`src/verilog/lgbm_pkg.sv`:
```
// Constants and types of the beam status and mask block
package lgbm_pkg;
  localparam int BEAMS = 240;
  localparam int GROUPS = 30;
  localparam int GROUP_BEAMS = 8;
  localparam logic OBJ_STATUS = 1'h0;
  localparam logic OBJ_MASK = 1'h1;
  localparam logic [7:0] SUB_COUNT_IDX = 8'h00;
  localparam logic [7:0] SUB_COUNT_VAL = 8'h1e;
  localparam logic [7:0] MASK_RST = 8'hff;
  localparam logic [7:0] MASK_OFF = 8'h00;
  localparam logic [7:0] STATUS_RST = 8'h00;
  localparam int CLK_HZ = 125_000_000;
  localparam int APPLY_TIME_MS = 650;
  // Longest time rounds down
  localparam int APPLY_CYCLES = APPLY_TIME_MS * (CLK_HZ / 1000);
  localparam int APPLY_CNT_W = 27;
  typedef enum logic [0:0] {
    LGBM_IDLE,
    LGBM_WAIT
  } lgbm_state_t;
endpackage : lgbm_pkg

```
`src/verilog/lgbm_apply_if.sv`:
```
// Handshake between the mask store and the apply timer
`timescale 1ns/10ps
`default_nettype none
interface lgbm_apply_if;
  logic mask_written;
  logic apply_now;
  modport store (output mask_written, input apply_now);
  modport timer (input mask_written, output apply_now);
endinterface : lgbm_apply_if
`default_nettype wire

```
`src/verilog/lgbm_apply.sv`:
```
// Timer that bounds the delay from a mask write to its effect
`timescale 1ns/10ps
`default_nettype none
module lgbm_apply #(
  parameter int APPLY_CYCLES = lgbm_pkg::APPLY_CYCLES
) (
  input wire logic clock,
  input wire logic rst,
  lgbm_apply_if.timer link
);
  localparam logic [lgbm_pkg::APPLY_CNT_W-1:0] LAST =
    lgbm_pkg::APPLY_CNT_W'(APPLY_CYCLES - 1);

  lgbm_pkg::lgbm_state_t state_q;
  logic [lgbm_pkg::APPLY_CNT_W-1:0] cnt_q;
  logic apply_q;

  assign link.apply_now = apply_q;

  ////////////////////////////////////////////////////////////////////////////
  // Count from the first pending write; later writes do not restart it,
  // so a stream of writes still lands inside the bound
  always_ff @(posedge clock or posedge rst) begin
    if (rst) begin
      state_q <= lgbm_pkg::LGBM_IDLE;
      cnt_q <= '0;
      apply_q <= 1'b0;
    end else begin
      apply_q <= 1'b0;
      unique case (state_q)
        lgbm_pkg::LGBM_IDLE: begin
          cnt_q <= '0;
          if (link.mask_written) begin
            state_q <= lgbm_pkg::LGBM_WAIT;
          end
        end
        lgbm_pkg::LGBM_WAIT: begin
          if (cnt_q >= LAST) begin
            apply_q <= 1'b1;
            cnt_q <= '0;
            // Write in the apply cycle opens a new wait
            if (!link.mask_written) begin
              state_q <= lgbm_pkg::LGBM_IDLE;
            end
          end else begin
            cnt_q <= cnt_q + 1'b1;
          end
        end
      endcase
    end
  end
endmodule : lgbm_apply
`default_nettype wire

```
`src/verilog/lgbm_top.sv`:
```
// Beam status readout and beam mask objects of a light grid receiver
//
// Contract
// - Status subindex n carries beams 8n-7 to 8n, 30 subindices, 240 beams.
// - Mask subindex 0 is read only and returns 30.
// - In a mask byte bit 7 is the lowest beam, bit 0 the highest.
// - Mask bit one keeps its beam active, zero deactivates it.
// - First mask byte resets to 255; higher bytes follow the beam count.
// - A written mask takes effect within 650 ms.
// - Beam 1 is on the connection side, for status and mask.
// - Mask subindices are read/write bytes of eight beams, not process data.
// - Mask subindices 3 to 30 cover beams 17 to 240 like status.
// - Status bytes are read only, reset to zero, exported as process data.
// - Each status subindex always covers a whole group of eight beams.
`timescale 1ns/10ps
`default_nettype none
module lgbm_top #(
  parameter int BEAM_COUNT = lgbm_pkg::BEAMS,
  parameter int APPLY_CYCLES = lgbm_pkg::APPLY_CYCLES
) (
  input wire logic clock,
  input wire logic rst,
  input wire logic [lgbm_pkg::BEAMS-1:0] beam_made,
  input wire logic req,
  input wire logic req_write,
  input wire logic req_obj,
  input wire logic [7:0] req_sub,
  input wire logic [7:0] req_wdata,
  output logic ack_q,
  output logic err_q,
  output logic [7:0] rdata_q,
  output logic [lgbm_pkg::BEAMS-1:0] status_pdo_q,
  output logic [lgbm_pkg::BEAMS-1:0] active_mask_q,
  output logic [lgbm_pkg::BEAMS-1:0] watched_blocked_q
);
  ////////////////////////////////////////////////////////////////////////////
  // Decoding helpers

  // Data subindices run 1 to 30
  function automatic logic sub_is_data(input logic [7:0] sub);
    sub_is_data = (sub != lgbm_pkg::SUB_COUNT_IDX) && (sub <= lgbm_pkg::SUB_COUNT_VAL);
  endfunction : sub_is_data

  // Subindex 0 holds the entry count in both objects
  function automatic logic sub_is_count(input logic [7:0] sub);
    sub_is_count = (sub == lgbm_pkg::SUB_COUNT_IDX);
  endfunction : sub_is_count

  // Object select of an access
  function automatic logic obj_is_mask(input logic obj);
    obj_is_mask = (obj == lgbm_pkg::OBJ_MASK);
  endfunction : obj_is_mask

  // Reset byte of a mask group: bits for fitted beams set, others clear; group 0 is always 255
  // Unfitted beams past group 0 start masked so they never count as blocked
  function automatic logic [7:0] mask_reset(input int grp);
    logic [7:0] v;
    v = lgbm_pkg::MASK_OFF;
    for (int k = 0; k < lgbm_pkg::GROUP_BEAMS; k++) begin
      if (grp * lgbm_pkg::GROUP_BEAMS + k < BEAM_COUNT) begin
        v[7-k] = 1'b1;
      end
    end
    if (grp == 0) begin
      v = lgbm_pkg::MASK_RST;
    end
    mask_reset = v;
  endfunction : mask_reset

  ////////////////////////////////////////////////////////////////////////////
  // Storage; group g holds subindex g+1

  logic [7:0] status_q [lgbm_pkg::GROUPS];
  logic [7:0] mask_q [lgbm_pkg::GROUPS];
  logic [lgbm_pkg::BEAMS-1:0] mask_flat;
  logic [lgbm_pkg::BEAMS-1:0] status_flat;
  logic [4:0] grp_sel;
  logic do_write;
  logic wr_ok;
  logic rd_ok;
  logic boot_q;
  logic [7:0] rd_byte;

  lgbm_apply_if apply_link ();

  ////////////////////////////////////////////////////////////////////////////
  // Object access decode

  // Subindices above 30 wrap here; rd_ok and wr_ok keep them from use
  assign grp_sel = 5'(req_sub - 8'h01);
  // Status is read only; subindex 0 never written
  assign wr_ok = obj_is_mask(req_obj) && sub_is_data(req_sub);
  assign rd_ok = sub_is_count(req_sub) || sub_is_data(req_sub);
  // Only accepted writes reach the store and start the apply timer
  assign do_write = req && req_write && wr_ok;
  assign apply_link.mask_written = do_write;

  ////////////////////////////////////////////////////////////////////////////
  // Beam to byte mapping, beam 1 at the connection side in bit 7

  for (genvar g = 0; g < lgbm_pkg::GROUPS; g++) begin : g_grp
    for (genvar k = 0; k < lgbm_pkg::GROUP_BEAMS; k++) begin : g_bit
      // beam index g*8+k is beam g*8+k+1
      assign mask_flat[g*lgbm_pkg::GROUP_BEAMS+k] = mask_q[g][7-k];
      assign status_flat[g*lgbm_pkg::GROUP_BEAMS+k] = status_q[g][7-k];
    end

    // Whole byte sampled each cycle so a read is always one full group
    always_ff @(posedge clock or posedge rst) begin
      if (rst) begin
        status_q[g] <= lgbm_pkg::STATUS_RST;
      end else begin
        for (int k = 0; k < lgbm_pkg::GROUP_BEAMS; k++) begin
          status_q[g][7-k] <= beam_made[g*lgbm_pkg::GROUP_BEAMS+k];
        end
      end
    end

    always_ff @(posedge clock or posedge rst) begin
      if (rst) begin
        mask_q[g] <= mask_reset(g);
      end else if (do_write && grp_sel == 5'(g)) begin
        mask_q[g] <= req_wdata;
      end
    end
  end

  ////////////////////////////////////////////////////////////////////////////
  // Object access answer, one cycle after the request

  // Read byte of the current request; zero unless a legal read
  always_comb begin
    rd_byte = 8'h00;
    if (req && !req_write && rd_ok) begin
      if (sub_is_count(req_sub)) begin
        rd_byte = lgbm_pkg::SUB_COUNT_VAL;
      end else if (obj_is_mask(req_obj)) begin
        rd_byte = mask_q[grp_sel];
      end else begin
        rd_byte = status_q[grp_sel];
      end
    end
  end

  // Every request is answered, refused ones too, so the master never waits
  always_ff @(posedge clock or posedge rst) begin
    if (rst) begin
      ack_q <= 1'b0;
      err_q <= 1'b0;
    end else begin
      ack_q <= req;
      err_q <= req && (req_write ? !wr_ok : !rd_ok);
    end
  end

  always_ff @(posedge clock or posedge rst) begin
    if (rst) begin
      rdata_q <= 8'h00;
    end else begin
      rdata_q <= rd_byte;
    end
  end

  ////////////////////////////////////////////////////////////////////////////
  // Process data: status only; the mask never leaves as process data
  // Two edges from pin to image: one into the status byte, one here

  always_ff @(posedge clock or posedge rst) begin
    if (rst) begin
      status_pdo_q <= '0;
    end else begin
      status_pdo_q <= status_flat;
    end
  end

  ////////////////////////////////////////////////////////////////////////////
  // Effective mask, loaded late so the evaluation sees a settled set

  // Timer length is a parameter; the default is the longest allowed delay
  lgbm_apply #(
    .APPLY_CYCLES(APPLY_CYCLES)
  ) u_apply (
    .clock(clock),
    .rst(rst),
    .link(apply_link)
  );

  ////////////////////////////////////////////////////////////////////////////
  // Start up

  // First edge after reset takes the reset mask without the apply delay,
  // since nothing has been written yet
  always_ff @(posedge clock or posedge rst) begin
    if (rst) begin
      boot_q <= 1'b1;
    end else begin
      boot_q <= 1'b0;
    end
  end

  always_ff @(posedge clock or posedge rst) begin
    if (rst) begin
      active_mask_q <= '0;
    end else if (apply_link.apply_now || boot_q) begin
      active_mask_q <= mask_flat;
    end
  end

  ////////////////////////////////////////////////////////////////////////////
  // Evaluation output

  // Blocked beams inside the monitored area only
  always_ff @(posedge clock or posedge rst) begin
    if (rst) begin
      watched_blocked_q <= '0;
    end else begin
      watched_blocked_q <= ~beam_made & active_mask_q;
    end
  end
endmodule : lgbm_top
`default_nettype wire
```
`config.mk`:
```
export PLATFORM = sky130hd
export DESIGN_NAME = lgbm_top
export DESIGN_NICKNAME = d
export VERILOG_FILES = /design/src/verilog/lgbm_pkg.sv /design/src/verilog/lgbm_apply_if.sv /design/src/verilog/lgbm_apply.sv /design/src/verilog/lgbm_top.sv
export SDC_FILE = /design/constraint.sdc
export NUM_CORES = 2
export LEC_CHECK = 0
export BUFFER_PORTS_ARGS = -buffer_cell sky130_fd_sc_hd__buf_2
export CORE_AREA = 8 8 384 386
export CTS_BUF_LIST = sky130_fd_sc_hd__clkbuf_8
export DETAILED_ROUTE_END_ITERATION = 8
export DIE_AREA = 0 0 392 394
export HOLD_SLACK_MARGIN = 0.02
export PLACE_DENSITY_LB_ADDON = 0.05
export SYNTH_ARGS = -nofsm -noshare
export SYNTH_HDL_FRONTEND = slang
export SYNTH_HIERARCHICAL = 1
export SYNTH_SLANG_ARGS = --single-unit
export TNS_END_PERCENT = 50
```
`constraint.sdc`:
```
create_clock -name clock -period 44.3 [get_ports clock]
set_input_delay 4.43 -clock clock [delete_from_list [all_inputs] [get_ports clock]]
set_output_delay 4.43 -clock clock [all_outputs]
set_load 0.01 [all_outputs]
```
==> summary.md <==
| Metric | Value |
|---|---|
| Status | `finished clean` |
| Combinational Power Share | `6.6%` |
| Final WL | `170300 µm` |
| Placed cell areas | `51550 µm²` |
| Final setup violating endpoints | `0` |
| Die X | `392 µm` |
| Seq pwr share | `48.3%` |
| Initial core utilization | `31.50%` |
| Syn Std Cell Area | `44380 µm²` |
| Post-CTS setup repair buffer count | `0` |
| Synth Instances | `2605` |
| H-tree depth | `4` |
| Clk_skew | `33.40 ps` |
| Largest net degree at the start of global routing | `182` |
| DR vias | `27279` |
| Syn_area_per_cell | `17.04 µm²` |
| Reg2Reg Depth | `4` |
| Achievable frequency | `126.9 MHz` |
| Die area | `154400 µm²` |
| Setup Crit Path Kind | `in -> reg` |
| Hold WC Path Type | `reg -> reg` |
| Drc violations | `0` |
| Initial drt markers | `1271` |
| Global-route wire length before repair | `238500 µm` |
| Antenna violations before repair | `24` |
| Clock share of power | `45.1%` |
| Synthesized Nets | `2873` |
| Layout cells sized above 1 | `55.37%` |
| Max-slew violations | `0` |
| Critical path data required time | `45120 ps` |
| Static Leak | `28.22 nW` |
| RD Place Congestion | `0.8310` |
| Critical path arrival | `8710 ps` |
| Pint | `1.843 mW` |
| Max VDD drop | `0.02419 mV` |
| Period utilization | `17.79%` |
| Crit. End Element | `register` |
| Post-route design area | `56300 µm²` |
| I/O pin count | `991` |
| Final TNS setup | `0 ps` |
| Core region area | `140900 µm²` |
| Hold depth | `0` |
| # fillers | `13302` |
| Hold buffers post-CTS | `0` |
| Area of the multi-input gates | `12530 µm²` |
| Post-cts sizing count | `0` |
| Startpoint Class | `input pin` |
| Worst-Margin Slew | `1383 ps` |
| Warning count from the yosys run | `6` |
| Primary FF master, synth | `dfrtp_1` |
| Routed length per placed instance | `29.27 µm` |
| Clock latency on the worst-skew pair | `920 ps` |
| Clock period minus worst slack | `7882 ps` |
| RSZ-0062 raised after global routing | `no` |
| Hold WS | `364.6 ps` |
| Pre-antenna DRT Iters | `5` |
| Tot Pwr | `2.463 mW` |
| Max cap viols | `0` |
| Gr usage total | `21.59%` |
| Overflow after GRT | `0` |
| # clock sinks | `1240` |
| Sw frac | `25.15%` |
| Slew HR | `6.932%` |
| FFs w/ async S/R, synth | `100.0%` |
| Drt via density | `4.689` |
| Num rows | `138` |
| Vias in the first global route | `30540` |
| Post-route worst setup slack | `36420 ps` |
| HPWL Detailed | `126100 µm` |
| Layout Area Growth over Synthesis | `26.85%` |
| Register area share after synthesis | `70.60%` |
| FF/Latch Area | `31330 µm²` |
| Pre-CTS setup slack | `35430 ps` |
| Clk slew on worst S/H paths | `60 ps` |
| Port Buf Inserts | `990` |
| Routed Antenna Nets | `0` |
| Die Height | `394 µm` |
| Final hold viol count | `0` |
| #FFs+latches synth | `1240` |
| Sw Pwr | `0.6193 mW` |
| Synth cell types | `67` |
| Root buffer cell | `clkbuf_8` |
| CTS tree | `built` |
| Final net count | `3997` |
| Power per Cell Area | `43.74 nW/µm²` |
| CTS max path bufs | `3` |
| EDFF count, synth | `0` |
| CTS Buf Count | `216` |
| Maximum fanout along the worst path | `45` |
-- final timing paths --
| path | start | endpoint | slack, ps |
|---|---|---|---|
| max in group asynchronous | rst | watched_blocked_q[155]$_DFF_PP0_ | 36850 |
| min in group asynchronous | rst | active_mask_q[139]$_DFFE_PP0P_ | 3760 |
| hold reg to reg | status_flat[71]$_DFF_PP0_ | status_pdo_q[71]$_DFF_PP0_ | 360 |
| setup / recovery | req_sub[0] | rdata_q[7]$_DFF_PP0_ | 36420 |
| hold / removal | status_flat[71]$_DFF_PP0_ | status_pdo_q[71]$_DFF_PP0_ | 360 |
| setup reg to reg | u_apply/link.apply_now$_DFF_PP0_ | active_mask_q[215]$_DFFE_PP0P_ | 41260 |
-- power by group through the flow --
stage,Clock [mW],Sequential (mW),Combinational [mW]
after floorplan,0,1.21,0.0697
after global placement,0,1.21,0.166
after detailed placement,0,1.21,0.167
after CTS,1.15,1.19,0.168
after global routing,1.20,1.19,0.175
final,1.11,1.19,0.162
-- logic make-up after synthesis --
kind of cell             share of synthesized area [%]
AND/OR/NAND/NOR                                  6.501
XOR/XNOR                                        0.3919
other                                         0.008450
flip-flops                                       70.60
adder cells (fa/ha/maj)                         0.1973
buffers and inverters                            1.443
AO/OA/AOI/OAI                                    2.010
multiplexers                                     18.85
-- per-layer routing --
metal  track usage [%]  part of all wire [%]  wire [µm]  vias up
li1                  -                     -          -    11455
met2             37.64                    51      86630     1025
met4             6.826                   3.0       5027        6
met1             25.78                    39      66980    14544
met5                 0                 0.020         34        -
met3             6.010                   6.8      11600      249
-- flip-flops by register name (all words and copies together), names as in the netlist --
signal / flops
status_flat: 240
active_mask_q: 240
u_apply/link.apply_now: 1
err_q: 1
u_apply/state_q: 1
boot_q: 1
watched_blocked_q: 240
status_pdo_q: 240
mask_flat: 240
rdata_q: 8
u_apply/cnt_q: 27
ack_q: 1
-- per-stage QoR --
| stage | std cells | utilization [%] |
|---|---|---|
| 6_report | 5818 | 39.96 |
| 4_1_cts | 5810 | 39.92 |
| 3_3_place_gp | 5400 | 36.59 |
| 2_1_floorplan | 2605 | - |
| 5_1_grt | 5812 | 39.94 |
| 3_5_place_dp | 5400 | 36.59 |
-- synthesized netlist by cell type, types with 8 or more instances --
library cell	count	area, µm²
nand2_4	8	90.09
or3_1	9	56.30
a221oi_1	8	70.07
nand2_8	8	160.2
o21ai_0	12	60.06
and3_1	9	56.30
mux2_1	64	720.7
nor3_1	31	155.2
dfrtp_1	999	25000
mux2_4	64	960.9
nor2_1	16	60.06
nor2b_1	249	1558
buf_4	13	97.59
mux2i_1	13	130.1
inv_1	23	86.33
o22ai_1	11	68.82
buf_2	20	100.1
nand3_1	8	40.04
nand4_1	8	50.05
nand2_1	63	236.5
a21oi_1	32	160.2
a211oi_1	16	120.1
nand3_2	14	140.1
mux2_2	358	4031
dfstp_2	241	6332
xnor2_1	15	131.4
a31oi_1	9	56.30
mux4_2	112	2522
clkbuf_1	78	292.8
-- worst max-delay path, stage by stage --
cell and delay [ps]:
buf_8 400, inv_1 260, ha_4 850, buf_4 620, buf_4 550, mux4_2 320, a21oi_1 90, nor4_1 690
o22ai_1 170, nor2_1 160
-- layout make-up --
cell class	instances	area share, %
antenna	7	0.03112
clock buffer	278	6.797
clock inverter	132	1.551
inverter	23	0.1667
multi-input combinational	1226	22.25
sequential	1240	55.66
tap	1890	4.201
timing repair buffer	1022	9.348
-- placed cells by master (no fill, tap or decap), types with 5 or more instances in the layout --
cell | synthesis | final
and4_1 | 7 | 7
nor2b_1 | 249 | 249
o21ai_1 | 6 | 6
nor4_1 | 7 | 7
o221ai_1 | 5 | 5
or3_1 | 9 | 9
xnor2_1 | 15 | 12
nand4_1 | 8 | 8
mux4_2 | 112 | 112
buf_4 | 13 | 28
or4_1 | 5 | 5
nand3_1 | 8 | 8
a221oi_1 | 8 | 8
a211oi_1 | 16 | 16
nand2_1 | 63 | 63
o21ai_0 | 12 | 12
a31oi_1 | 9 | 9
mux2_1 | 64 | 64
dfrtp_1 | 999 | 999
clkinvlp_4 | 0 | 6
and3_1 | 9 | 9
nand2_4 | 8 | 8
nor2_1 | 16 | 15
bufinv_16 | 0 | 10
nand2_8 | 8 | 8
mux2i_1 | 13 | 13
buf_2 | 20 | 989
nor3_1 | 31 | 31
mux2_4 | 64 | 64
dfstp_2 | 241 | 241
and2_1 | 6 | 6
inv_1 | 23 | 106
ha_1 | 7 | 6
o22ai_1 | 11 | 11
clkbuf_8 | 0 | 278
clkinv_2 | 0 | 26
a21oi_1 | 32 | 32
diode_2 | 0 | 7
mux2_2 | 358 | 358
nand3_2 | 14 | 14
Power figures use the tool's default switching activity.
